===== src/rtl/mmt_pkg.sv =====
// Shared constants, timing figures and helper functions of the module management timing block.
package mmt_pkg;

    // ****************************************************************
    // Clock and timing figures
    // ****************************************************************
    localparam int CLK_PERIOD_NS = 20;
    localparam int T_INIT_MS = 2000;
    localparam int T_RESET_MIN_US = 2;
    localparam int T_LP_ON_US = 100;
    localparam int T_INT_ON_MS = 200;
    localparam int T_INT_OFF_US = 500;
    localparam int T_LOS_MS = 100;
    localparam int T_MASK_MS = 100;
    localparam int T_SEL_US = 100;
    localparam int T_PDOWN_ON_MS = 100;
    localparam int T_PDOWN_OFF_MS = 300;

    // Initialisation wait is a longest time, so it rounds down.
    localparam longint INIT_CYC_L = (longint'(T_INIT_MS) * 64'd1000000) / CLK_PERIOD_NS;
    localparam int INIT_CYC = int'(INIT_CYC_L);
    // Reset pulse is a least time, so it rounds up.
    localparam int RST_MIN_CYC = (T_RESET_MIN_US * 1000 + CLK_PERIOD_NS - 1) / CLK_PERIOD_NS;

    // ****************************************************************
    // Widths, field positions and reset values
    // ****************************************************************
    localparam int RST_CNT_W = 8;
    localparam int INIT_CNT_W = 32;
    localparam int FLAG_W_DEF = 8;
    localparam int FLAG_LOS_BIT = 0;
    localparam int FLAG_TXF_BIT = 1;
    localparam int FLAG_OTHER_LSB = 2;
    localparam logic RST_SYNC_IDLE = 1'b1;
    localparam logic SEL_SYNC_IDLE = 1'b1;

    // Main sequencer states.
    typedef enum logic [1:0]
    {
        ST_HOLD = 2'b00,
        ST_INIT = 2'b01,
        ST_READY = 2'b10
    } mmt_state_t;

    // ****************************************************************
    // Helpers
    // ****************************************************************
    // Single-bit rising edge between a previous and a current sample.
    function automatic logic rise_f(input logic prev, input logic cur);
        rise_f = cur & ~prev;
    endfunction

    // Single-bit falling edge between a previous and a current sample.
    function automatic logic fall_f(input logic prev, input logic cur);
        fall_f = prev & ~cur;
    endfunction

endpackage


===== src/rtl/mmt_twi_if.sv =====
// Carrier between the two-wire bus monitor and the management sequencer.
`timescale 1ns/1ps
interface mmt_twi_if;
    logic stop_pulse;
    logic busy;

    modport mon
    (
        output stop_pulse,
        output busy
    );

    modport core
    (
        input stop_pulse,
        input busy
    );
endinterface


===== src/rtl/mmt_core.sv =====
// Module management timing: start-up, reset filter, flags, masks, interrupt, power and select.
// Overview of operation
// - After power-on or hot plug the module is fully functional within 2000 ms.
// - Reset pin low for at least 2 us is a reset; shorter lows ignored.
// - Bus answering starts no later than 2000 ms after power-on.
// - Within 2000 ms clear data-not-ready and pull interrupt low.
// - Fully functional only once interrupt asserts for cleared data-not-ready.
// - After reset pin rises, fully functional within 2000 ms.
// - Low-power pin high drops power level within 100 us.
// - Any interrupt condition pulls interrupt output low within 200 ms.
// - Host read clears flags; interrupt releases within 500 us of last clear.
// - Receive loss-of-signal sets its flag and interrupt within 100 ms.
// - Transmitter fault sets its flag and interrupt within 200 ms.
// - Other conditions set their flag and interrupt within 200 ms.
// - A set mask bit stops its flag driving interrupt within 100 ms.
// - A cleared mask bit restores interrupt for that flag within 100 ms.
// - Select asserted makes the module answer the bus within 100 us.
// - Select released stops bus answering within 100 us.
// - Power-down bit set enters low power within 100 ms.
// - Power-down bit cleared returns to full function within 300 ms.
// - Mask and power-down writes take effect from the write's end.
`timescale 1ns/1ps
module mmt_core
#(
    parameter int FLAG_W = mmt_pkg::FLAG_W_DEF,
    parameter int INIT_CYCLES = mmt_pkg::INIT_CYC
)
(
    input wire logic clk_in,
    input wire logic sys_rst_in,
    input wire logic module_reset_n_in,
    input wire logic low_power_request_in,
    input wire logic module_select_n_in,
    input wire logic scl_in,
    input wire logic sda_in,
    input wire logic rx_los_in,
    input wire logic tx_fault_in,
    input wire logic [FLAG_W-3:0] other_cond_in,
    input wire logic flag_read_in,
    input wire logic mask_wr_in,
    input wire logic [FLAG_W-1:0] mask_wr_data_in,
    input wire logic pdown_wr_in,
    input wire logic pdown_wr_data_in,
    output logic interrupt_out_n,
    output logic data_not_ready_out,
    output logic [FLAG_W-1:0] flag_out,
    output logic [FLAG_W-1:0] mask_out,
    output logic low_power_out,
    output logic bus_respond_out,
    output logic ready_out
);

    localparam int LAT_MAX = 4;

    // ****************************************************************
    // Bus monitor
    // ****************************************************************
    mmt_twi_if twi();

    mmt_twi_mon u_mon
    (
        .clk_in(clk_in),
        .sys_rst_in(sys_rst_in),
        .scl_in(scl_in),
        .sda_in(sda_in),
        .twi(twi)
    );

    // ****************************************************************
    // Pin synchronisers
    // ****************************************************************
    logic [1:0] rst_sync_q, rst_sync_d;
    logic [1:0] lp_sync_q, lp_sync_d;
    logic [1:0] sel_sync_q, sel_sync_d;
    logic [FLAG_W-1:0] cond_s0_q, cond_s0_d;
    logic [FLAG_W-1:0] cond_s1_q, cond_s1_d;
    logic [FLAG_W-1:0] cond_prev_q, cond_prev_d;
    logic mrst_s;
    logic lp_s;
    logic sel_s;
    logic [FLAG_W-1:0] cond_rise;

    // Two stages per pin; only the second stage is read by logic.
    always_comb
    begin
        rst_sync_d = {rst_sync_q[0], module_reset_n_in};
        lp_sync_d = {lp_sync_q[0], low_power_request_in};
        sel_sync_d = {sel_sync_q[0], module_select_n_in};
        cond_s0_d = {other_cond_in, tx_fault_in, rx_los_in};
        cond_s1_d = cond_s0_q;
        cond_prev_d = cond_s1_q;
    end

    always_ff @(posedge clk_in)
    begin
        if (sys_rst_in)
        begin
            rst_sync_q <= {2{mmt_pkg::RST_SYNC_IDLE}};
            lp_sync_q <= 2'h0;
            sel_sync_q <= {2{mmt_pkg::SEL_SYNC_IDLE}};
            cond_s0_q <= '0;
            cond_s1_q <= '0;
            cond_prev_q <= '0;
        end
        else
        begin
            rst_sync_q <= rst_sync_d;
            lp_sync_q <= lp_sync_d;
            sel_sync_q <= sel_sync_d;
            cond_s0_q <= cond_s0_d;
            cond_s1_q <= cond_s1_d;
            cond_prev_q <= cond_prev_d;
        end
    end

    assign mrst_s = rst_sync_q[1];
    assign lp_s = lp_sync_q[1];
    assign sel_s = ~sel_sync_q[1];
    // Flags latch on the assertion of a condition, one cycle after it is seen.
    assign cond_rise = cond_s1_q & ~cond_prev_q;

    // ****************************************************************
    // Reset filter and start-up sequencer
    // ****************************************************************
    mmt_pkg::mmt_state_t state_q, state_d;
    logic [mmt_pkg::RST_CNT_W-1:0] low_cnt_q, low_cnt_d;
    logic [mmt_pkg::INIT_CNT_W-1:0] init_cnt_q, init_cnt_d;
    logic mrst_prev_q, mrst_prev_d;
    logic init_done;

    // A glitch shorter than the minimum pulse never reaches the sequencer.
    assign init_done = (state_q == mmt_pkg::ST_INIT)
        && (init_cnt_q == mmt_pkg::INIT_CNT_W'(INIT_CYCLES - 1));

    always_comb
    begin
        state_d = state_q;
        init_cnt_d = init_cnt_q;
        mrst_prev_d = mrst_s;
        low_cnt_d = '0;
        if (!mrst_s && (low_cnt_q != mmt_pkg::RST_CNT_W'(mmt_pkg::RST_MIN_CYC)))
        begin
            low_cnt_d = low_cnt_q + 1'b1;
        end
        else if (!mrst_s)
        begin
            low_cnt_d = low_cnt_q;
        end
        case (state_q)
            mmt_pkg::ST_HOLD:
            begin
                init_cnt_d = '0;
                if (mmt_pkg::rise_f(mrst_prev_q, mrst_s) || mrst_s)
                begin
                    state_d = mmt_pkg::ST_INIT;
                end
            end
            mmt_pkg::ST_INIT:
            begin
                init_cnt_d = init_cnt_q + 1'b1;
                if (init_done)
                begin
                    state_d = mmt_pkg::ST_READY;
                end
            end
            mmt_pkg::ST_READY:
            begin
                init_cnt_d = '0;
            end
            default:
            begin
                state_d = mmt_pkg::ST_HOLD;
            end
        endcase
        // A low held for the minimum time restarts the whole sequence.
        if (!mrst_s && (low_cnt_q == mmt_pkg::RST_CNT_W'(mmt_pkg::RST_MIN_CYC - 1)))
        begin
            state_d = mmt_pkg::ST_HOLD;
        end
        if ((state_q == mmt_pkg::ST_HOLD) && !mrst_s)
        begin
            state_d = mmt_pkg::ST_HOLD;
        end
    end

    always_ff @(posedge clk_in)
    begin
        if (sys_rst_in)
        begin
            state_q <= mmt_pkg::ST_INIT;
            low_cnt_q <= '0;
            init_cnt_q <= '0;
            mrst_prev_q <= 1'b1;
        end
        else
        begin
            state_q <= state_d;
            low_cnt_q <= low_cnt_d;
            init_cnt_q <= init_cnt_d;
            mrst_prev_q <= mrst_prev_d;
        end
    end

    // ****************************************************************
    // Pending host writes, flags, masks and outputs
    // ****************************************************************
    logic [FLAG_W-1:0] flags_q, flags_d;
    logic [FLAG_W-1:0] mask_q, mask_d;
    logic [FLAG_W-1:0] mask_pend_q, mask_pend_d;
    logic mask_pv_q, mask_pv_d;
    logic pd_pend_q, pd_pend_d;
    logic pd_pv_q, pd_pv_d;
    logic rd_pend_q, rd_pend_d;
    logic pdown_q, pdown_d;
    logic dnr_q, dnr_d;
    logic init_flag_q, init_flag_d;
    logic int_n_q, int_n_d;
    logic lp_out_q, lp_out_d;
    logic resp_q, resp_d;
    logic rdy_q, rdy_d;
    logic commit;
    logic ready;

    // A stop only commits while no new frame has opened behind it.
    assign commit = twi.stop_pulse & ~twi.busy;
    assign ready = (state_q == mmt_pkg::ST_READY);

    // Writes wait for the end of their transaction; a new event always beats a read clear.
    always_comb
    begin
        mask_pend_d = mask_wr_in ? mask_wr_data_in : mask_pend_q;
        // A request that lands on the commit cycle is kept for the next stop.
        mask_pv_d = (mask_pv_q & ~commit) | mask_wr_in;
        pd_pend_d = pdown_wr_in ? pdown_wr_data_in : pd_pend_q;
        pd_pv_d = (pd_pv_q & ~commit) | pdown_wr_in;
        rd_pend_d = (rd_pend_q & ~commit) | flag_read_in;
        mask_d = (commit && mask_pv_q) ? mask_pend_q : mask_q;
        pdown_d = (commit && pd_pv_q) ? pd_pend_q : pdown_q;
        flags_d = flags_q;
        init_flag_d = init_flag_q;
        if (commit && rd_pend_q)
        begin
            flags_d = '0;
            init_flag_d = 1'b0;
        end
        flags_d = flags_d | (ready ? cond_rise : '0);
        dnr_d = ~ready;
        rdy_d = ready;
        if (init_done)
        begin
            init_flag_d = 1'b1;
        end
        if (!ready)
        begin
            flags_d = '0;
        end
        // Unmasked flags and the start-up event drive the interrupt.
        int_n_d = ~(init_flag_q | (|(flags_q & ~mask_q)));
        lp_out_d = lp_s | pdown_q;
        resp_d = ready & sel_s;
    end

    always_ff @(posedge clk_in)
    begin
        if (sys_rst_in)
        begin
            flags_q <= '0;
            mask_q <= '0;
            mask_pend_q <= '0;
            mask_pv_q <= 1'b0;
            pd_pend_q <= 1'b0;
            pd_pv_q <= 1'b0;
            rd_pend_q <= 1'b0;
            pdown_q <= 1'b0;
            dnr_q <= 1'b1;
            rdy_q <= 1'b0;
            init_flag_q <= 1'b0;
            int_n_q <= 1'b1;
            lp_out_q <= 1'b0;
            resp_q <= 1'b0;
        end
        else
        begin
            flags_q <= flags_d;
            mask_q <= mask_d;
            mask_pend_q <= mask_pend_d;
            mask_pv_q <= mask_pv_d;
            pd_pend_q <= pd_pend_d;
            pd_pv_q <= pd_pv_d;
            rd_pend_q <= rd_pend_d;
            pdown_q <= pdown_d;
            dnr_q <= dnr_d;
            rdy_q <= rdy_d;
            init_flag_q <= init_flag_d;
            int_n_q <= int_n_d;
            lp_out_q <= lp_out_d;
            resp_q <= resp_d;
        end
    end

    assign interrupt_out_n = int_n_q;
    assign data_not_ready_out = dnr_q;
    assign flag_out = flags_q;
    assign mask_out = mask_q;
    assign low_power_out = lp_out_q;
    assign bus_respond_out = resp_q;
    assign ready_out = rdy_q;
endmodule


===== src/rtl/mmt_twi_mon.sv =====
// Two-wire bus line monitor: finds start and stop conditions on the sampled pins.
`timescale 1ns/1ps
module mmt_twi_mon
(
    input wire logic clk_in,
    input wire logic sys_rst_in,
    input wire logic scl_in,
    input wire logic sda_in,
    mmt_twi_if.mon twi
);

    // ****************************************************************
    // Pin synchronisers and edge history
    // ****************************************************************
    logic [1:0] scl_sync_q, scl_sync_d;
    logic [1:0] sda_sync_q, sda_sync_d;
    logic sda_prev_q, sda_prev_d;
    logic busy_q, busy_d;
    logic stop_q, stop_d;
    logic start_w;
    logic stop_w;

    // Stage zero feeds stage one only; the logic below reads stage one.
    always_comb
    begin
        scl_sync_d = {scl_sync_q[0], scl_in};
        sda_sync_d = {sda_sync_q[0], sda_in};
        sda_prev_d = sda_sync_q[1];
    end

    // Start is data falling while the clock is high, stop is data rising.
    assign start_w = scl_sync_q[1] & mmt_pkg::fall_f(sda_prev_q, sda_sync_q[1]);
    assign stop_w = scl_sync_q[1] & mmt_pkg::rise_f(sda_prev_q, sda_sync_q[1]);

    // The stop pulse is the commit point; the link clock may stand still afterwards.
    always_comb
    begin
        busy_d = busy_q;
        if (start_w)
        begin
            busy_d = 1'b1;
        end
        else if (stop_w)
        begin
            busy_d = 1'b0;
        end
        stop_d = stop_w & busy_q;
    end

    // Registers of the monitor.
    always_ff @(posedge clk_in)
    begin
        if (sys_rst_in)
        begin
            scl_sync_q <= 2'h3;
            sda_sync_q <= 2'h3;
            sda_prev_q <= 1'b1;
            busy_q <= 1'b0;
            stop_q <= 1'b0;
        end
        else
        begin
            scl_sync_q <= scl_sync_d;
            sda_sync_q <= sda_sync_d;
            sda_prev_q <= sda_prev_d;
            busy_q <= busy_d;
            stop_q <= stop_d;
        end
    end

    assign twi.stop_pulse = stop_q;
    assign twi.busy = busy_q;

endmodule


===== config.mk =====
export PLATFORM = sky130hd
export DESIGN_NAME = mmt_core
export DESIGN_NICKNAME = d
export VERILOG_FILES = /design/src/rtl/mmt_pkg.sv /design/src/rtl/mmt_twi_if.sv /design/src/rtl/mmt_core.sv /design/src/rtl/mmt_twi_mon.sv
export SDC_FILE = /design/constraint.sdc
export NUM_CORES = 1
export LEC_CHECK = 0
export BUFFER_PORTS_ARGS = -buffer_cell sky130_fd_sc_hd__buf_2
export CORE_MARGIN = 3
export CORE_UTILIZATION = 45
export DETAILED_ROUTE_END_ITERATION = 12
export GPL_ROUTABILITY_DRIVEN = 0
export SLEW_MARGIN = 20
export SYNTH_ARGS = -nofsm -noshare
export SYNTH_HDL_FRONTEND = slang
export SYNTH_HIERARCHICAL = 1
export SYNTH_SLANG_ARGS = --single-unit
export TNS_END_PERCENT = 30

===== constraint.sdc =====
create_clock -name clk_in -period 3.2 [get_ports clk_in]
set_clock_uncertainty 0.1 [all_clocks]
set_input_delay 0.64 -clock clk_in [delete_from_list [all_inputs] [get_ports clk_in]]
set_output_delay 0.64 -clock clk_in [all_outputs]
set_load 0.03 [all_outputs]

# Word level (Yosys, flattened, before mapping)
# Index checks and enable logic that the tools add are counted.
[word_totals] reg_bits=115 latchBits=0 ramBits=0 mem_bits_ro=0 elab_cells=105 n_memories=0
[classes] n_addsub=2 multipliers=0 n_div=0 n_lt_le_gt_ge=0 eq_ne=10 shifts=0 muxes=14 n_bitwise=29 reduce_logical=20
[op_table] cell="case mux 32 bit (2 select lines)" n=1
[op_table] cell="adder 32 x 1 -> 32 bit, second input constant" n=1
[op_table] cell="== test 32 x 27 -> 1 bit, second input constant" n=1
[op_table] cell="two-way mux 8 bit" n=4
[op_table] cell="bitwise AND 8 bit" n=2
[op_table] cell="NOT 8 bit" n=2
[op_table] cell="bitwise AND 1 bit" n=11
[op_table] cell="adder 8 x 1 -> 8 bit, second input constant" n=1
[op_table] cell="== test 8 x 7 -> 1 bit, second input constant" n=1
[op_table] cell="inequality test 8 x 7 -> 1 bit, second input constant" n=1
[op_table] cell="NOT 1 bit" n=8
[op_table] cell="bitwise OR 8 bit" n=1
[op_table] cell="nonzero test 2 bit" n=4
[op_table] cell="OR reduction 8 bit" n=1
[op_table] cell="logical AND 1 bit" n=7
[op_table] cell="two-way mux 1 bit" n=6
[op_table] cell="case mux 2 bit (3 select lines)" n=1
[op_table] cell="AND reduction 3 bit" n=2
[op_table] cell="bitwise OR 1 bit" n=5
[op_table] cell="two-way mux 2 bit" n=2
[op_table] cell="inequality test 2 bit, second input constant" n=2
[op_table] cell="inequality test 4 x 2 -> 1 bit, second input constant" n=1
[op_table] cell="inequality test 4 x 3 -> 1 bit, second input constant" n=1
[op_table] cell="OR reduction 2 bit" n=2
[op_table] cell="7 further kinds" n=7

# Longest topological paths before layout
# Gate-level depths: netlist of the first run.
[depth] depth_word=7 depth_mapped=6 depth_no_buf=5

# Hierarchy
# Netlist of the first run, hierarchy kept.
[modules_own_cells] mod="mmt_core" n_inst=1 cells_each=451 area_per_inst_um2=4145.2 seq_area_each_um2=2142.1
[modules_own_cells] mod="mmt_twi_mon" n_inst=1 cells_each=17 area_per_inst_um2=215.2 seq_area_each_um2=140.1

# Worst setup path before layout of the first run
# OpenSTA, ideal clock, no wires.
[synth_timing] path_kind="register -> register" start="reg init_cnt_q[0] in the netlist's numbering" end="reg init_cnt_q[30] in the netlist's numbering" setup_time_ns=0.070 arrival_time_ns=1.628 path_slack_ns=1.402 stages_incl_launch_ff=7 n_path_buf=1 synth_period_minus_slack_ns=1.798 path_cell_list="dfxtp_1 > ha_1 > and4b_1 > nand4_1 > clkbuf_1 > or4_1 > a21oi_1"
[synth_between] elab_chain_len=2
[synth_lines] element="from (decl)" line="mmt_core.sv:127" rtl="logic [mmt_pkg::INIT_CNT_W-1:0] init_cnt_q, init_cnt_d;"
[synth_lines] element="from (signal assigned)" line="mmt_core.sv:199" rtl="init_cnt_q <= init_cnt_d;"
[synth_lines] element="adder 32 x 1 -> 32 bit" line="mmt_core.sv:160" rtl="init_cnt_d = init_cnt_q + 1'b1;"
[synth_lines] element="case mux 32 bit (2 select lines)" line="mmt_core.sv:149" rtl="case (state_q)"
# No other way between the ends.
# A chain may end at the register's enable or synchronous reset.

# Final worst setup path of the first run
# Same ends and word-level chain as after synthesis.

==> run metrics, run 1 <==
status complete, no violations; CTS root buffer clkbuf_8; Post-Syn Nets 498; multi-input logic area 1930 um2; worst skew pair latency 0.50 ns; core footprint 9330 um2; combinational power share 2.6%; initial drt markers 171; critical path endpoint category flip-flop; Setup crit start init_cnt_q[0]$_SDFFE_PP0P_; PnR worst setup slack 0.971 ns; switching fraction of total power 23.1%; critical path peak fanout 16; ANT cells 0; slowest stage cell, crit path or4_1; post-synthesis cell type count 50; achievable frequency 449 MHz; vias in the first global route 3221; final HPWL from detailed placement 6.03 mm; Vias per Instance 5.23; Yosys warning count 6; Die Y 104 um; P&R area growth vs syn 20.2%; Chip Width 104 um; TritonCTS Buffers 17; Worst Path Arrival 2.55 ns; Fin. Hold Viols 0; Setup violations, final 0; Critical Path RT 3.53 ns; PortBufs 47; critical path launch point type flip-flop; Worst-path clk slew 0.06 ns; GRT Util Overall 16.8%; Max Cap Viol 0; CP max stage delay 0.61 ns; first-pass GRT wire length 15.0 mm; Final ANT Viol Nets 0; commonest non-fill, non-tap cells in the layout dfxtp_1, nor2_1, buf_2; Cell Count, Final, Fillers Out 655; fraction of registers with async set or reset after synthesis 0%; hold buffers post-CTS 0; die area 10900 um2; unrepaired setup endpoints after global routing false; I/O pins 48; #FFs+latches synth 114; RR Startpoint init_cnt_q[0]$_SDFFE_PP0P_; Tmin final 2.23 ns; Setup Fix Bufs, Post-CTS 0; Synth Area per Inst 9.32 um2; Setup CP Type reg2reg; placed cell count 623; most common cell after layout, fill and taps aside dfxtp_1; Register Area 2280 um2; relative slew slack 51.1%; maximum vdd drop 0.365 mV; H-tree levels 4; Fill cells 882; cts repair resizes 0; beginning of the worst hold path scl_in; 1st-pass router iterations 4; number of synthesized flops with an enable pin 0; crit share post-route 69.7%; worst min-delay path category in2reg; WL final 8.72 mm; Synth top area share 52.3%; measured slew at the worst slew-check pin 0.733 ns; CP Buf/Inv Count 0; sequence of cells on the critical path ha_1, and4b_1, nand4_1, or4_1, a21oi_1; Post-Place Setup Slack 1.00 ns; Mapped Cells 468; grt ovf 0; top post-synthesis cells by area dfxtp_1, nor2b_1, a21oi_1; Fin Setup TNS 0 ns; internal power 2.55 mW; cell family with most CP delay simple AND/OR/NAND/NOR gates; Post-synth top flop dfxtp_1; area of the mapped netlist 4360 um2; clock sink count 114; CTS tree built; Lkg Pwr 1.99 nW; DRC viols 0; Initial Utilization 46.7%; Max Root-Sink Buffers 2; P per Cell Area 631 nW/um2; Routed WL per cell 13.3 um; sw power 764 uW; via count 3424; fin nets 543; area leader, netlist dfxtp_1; Sequential Power Share 44.4%; layout cells sized above 1 18.1%; pin count of the biggest net entering global routing 61; Slew Viols, Final 0; share of total power in the clock network 53.0%; site row count 35; Seq/Total Area, Yosys 52.3%; initial antenna violation count 0
[flip-flops by register name, indices dropped and copies added, names as in the netlist, 2 cells and up]
name,flops
u_mon/sda_sync_q,2
sel_sync_q,2
mask_pend_q,8
u_mon/scl_sync_q,2
rst_sync_q,2
cond_prev_q,8
mask_out,8
state_q,2
lp_sync_q,2
low_cnt_q,8
flag_out,8
cond_s0_q,8
cond_prev_d,8
init_cnt_q,32
[power by group through the flow]
stage	clock [mW]	combinational, mW	sequential, mW
floorplan	0	0.0617	1.49
global placement	0	0.0857	1.50
detailed placement	0	0.0884	1.50
CTS	1.80	0.0889	1.47
global route	1.87	0.0983	1.47
finish	1.75	0.0868	1.47
[cell type report]
cell class / count / area share, %
sequential: 114 / 43.5
multi-input combinational: 316 / 36.8
clock buffer: 17 / 7.90
timing repair buffer: 49 / 4.77
tap: 129 / 3.08
clock inverter: 15 / 2.84
inverter: 15 / 1.07
[synth_stat cells, drive strengths merged, types with 9 or more instances]
master / count
mux2i: 12
nor2b: 40
dfxtp: 114
nand3: 23
nor2: 47
nand4: 14
or4: 9
inv: 15
or2: 11
nand2: 27
o31ai: 9
a21oi: 40
clkbuf: 19
[worst register-to-register path, cell delays in order (launching register included)]
cell     delay [ns]
dfxtp_1        0.38
ha_1           0.23
and4b_1        0.20
nand4_1        0.47
or4_1          0.61
a21oi_1        0.16
[through the flow]
stage	hold slack, ns	total power, mW	utilization, %	area, um2
floorplan	0.268	1.56	-	4360
global placement	0.288	1.58	50.2	4680
detailed placement	0.280	1.59	50.2	4680
CTS	0.199	3.36	56.2	5240
global route	0.205	3.44	56.2	5240
finish	0.219	3.31	56.2	5240
[path summary, 6_finish.rpt]
path | cells past startpoint | to | slack, ns
min reg2reg | 1 | bus_respond_out$_SDFF_PP0_ | 0.29
max reg2reg | 5 | init_cnt_q[30]$_SDFFE_PP0P_ | 0.97
max | 5 | init_cnt_q[30]$_SDFFE_PP0P_ | 0.97
min | 2 | u_mon/scl_sync_q[0]$_SDFF_PP1_ | 0.22
[logic make-up (layout without fill, tap and decap cells)]
| kind of cell | after synthesis | after routing | synth area share, % |
|---|---|---|---|
| AND/OR/NAND/NOR | 213 | 213 | 27.1 |
| buffers and inverters | 38 | 96 | 3.41 |
| XOR/XNOR | 15 | 15 | 3.01 |
| adder cells (fa/ha/maj) | 3 | 3 | 0.861 |
| flip-flops | 114 | 114 | 52.3 |
| AO/OA/AOI/OAI | 73 | 73 | 10.5 |
| multiplexers | 12 | 12 | 2.75 |
[layer usage]
metal	track usage, %	wire [um]
met5	0	0
met4	5.32	49
met3	5.59	387
met2	25.8	4080
met1	22.2	4200
Power figures use the tool's default switching activity.
==> inputs of run 2 (changes only) <==
- clock period: 3.2 -> 2.2 ns (I/O delays scaled with it)
==> run metrics, run 2 (synthesis results as in run 1) <==
critical path launch point type flip-flop; Vias per Instance 5.07; Cell Count, Final, Fillers Out 665; GR peak layer met2; vias in the first global route 3265; Routed WL per cell 13.2 um; Max Root-Sink Buffers 2; Fin. Hold Viols 0; Worst-path clk slew 0.06 ns; Initial Utilization 46.7%; Setup Fix Bufs, Post-CTS 0; pin count of the biggest net entering global routing 42; 1st-pass router iterations 5; maximum vdd drop 0.731 mV; unrepaired setup endpoints after global routing false; initial drt markers 191; Worst Path Arrival 2.36 ns; critical path endpoint category flip-flop; CTS tree built; Fin Setup TNS 0 ns; CTS root buffer clkbuf_8; ANT cells 0; site row count 35; worst skew pair latency 0.51 ns; Die Y 104 um; fin nets 553; achievable frequency 493 MHz; die area 10900 um2; Final ANT Viol Nets 0; Setup violations, final 0; GRT Util Overall 17.5%; Largest register FFs 32; H-tree levels 4; initial antenna violation count 0; P per Cell Area 917 nW/um2; P&R area growth vs syn 22.4%; via count 3373; Reg with most FFs init_cnt_q; relative slew slack 63.0%; PortBufs 47; placed cell count 629; grt ovf 0; core footprint 9330 um2; met3 Track Usage GR 4.72%; Setup CP Type reg2reg; met2 Usage GRT 26.2%; met1 usage 23.7%; worst min-delay path category in2reg; final HPWL from detailed placement 5.93 mm; commonest non-fill, non-tap cells in the layout dfxtp_1, nor2_1, buf_2; Tmin final 2.03 ns; measured slew at the worst slew-check pin 0.555 ns; layout cells sized above 1 18.8%; first-pass GRT wire length 15.4 mm; I/O pins 48; status complete, no violations; Chip Width 104 um; crit share post-route 92.2%; Critical Path RT 2.53 ns; Max Cap Viol 0; Lkg Pwr 2.05 nW; DRC viols 0; clock sink count 114; Slew Viols, Final 0; TritonCTS Buffers 17; critical path peak fanout 9; most common cell after layout, fill and taps aside dfxtp_1; WL final 8.76 mm
run 2: changes by cell type in the layout (fill, tap and decap cells not counted):
cell	before	now
clkinv_2	1	0
inv_8	1	4
buf_4	2	8
dlygate4sd3_1	0	4
clkinv_4	4	2
run 2: final timing paths:
kind | start | endpoint | slack (ns) | depth (start not counted)
worst min register to register | sel_sync_q[1]$_SDFF_PP1_ | bus_respond_out$_SDFF_PP0_ | 0.29 | 1
worst max-delay path | init_cnt_q[13]$_SDFFE_PP0P_ | init_cnt_q[30]$_SDFFE_PP0P_ | 0.17 | 4
worst min-delay path | other_cond_in[3] | cond_s0_q[5]$_SDFF_PP0_ | 0.03 | 2
worst max register to register | init_cnt_q[13]$_SDFFE_PP0P_ | init_cnt_q[30]$_SDFFE_PP0P_ | 0.17 | 4
run 2: repair_timing:
| item | CTS | global route |
|---|---|---|
| hold buffers | 4 | 0 |
| gates resized for setup | 0 | 0 |
| endpoints found under the hold margin | 4 | 0 |
run 2: worst max-delay path, stage by stage, from the launching register on:
cell,delay (ns)
dfxtp_1,0.46
nand4_1,0.21
or3_1,0.53
or4_1,0.51
a21oi_1,0.15
run 2: area by class of cell:
type / instances / area (um2)
Fill cell: 872 / 3990
Sequential cell: 114 / 2280
Multi-Input combinational cell: 316 / 1930
Clock buffer: 17 / 414
Timing Repair Buffer: 59 / 335
Tap cell: 129 / 161
Clock inverter: 15 / 160
Inverter: 15 / 56.3
run 2: where the power goes:
group          internal [mW]  leakage [nW]  total, mW  switching, mW
clock network           1.55         0.278       2.62           1.07
registers               2.11         0.929       2.14         0.0250
logic                 0.0689         0.839      0.135         0.0662
run 2: metal layers:
layer	vias up	wire [um]
met1	1562	4360
met4	0	73
met3	9	367
met2	53	3960
li1	1749	-
met5	-	0
run 2: metrics by stage:
| step | setup WS, ns | cell area (um2) | hold slack, ns | total power [mW] | utilization [%] |
|---|---|---|---|---|---|
| 4_1_cts | 0.203 | 5340 | 0.0105 | 4.97 | 57.2 |
| 2_1_floorplan | 0.402 | 4360 | 0.268 | 2.26 | - |
| 3_5_place_dp | 0.233 | 4720 | 0.278 | 2.31 | 50.7 |
| 6_report | 0.172 | 5340 | 0.0321 | 4.90 | 57.2 |
| 3_3_place_gp | 0.280 | 4720 | 0.286 | 2.31 | 50.7 |
| 5_1_grt | 0.0173 | 5340 | 0.0153 | 5.09 | 57.2 |
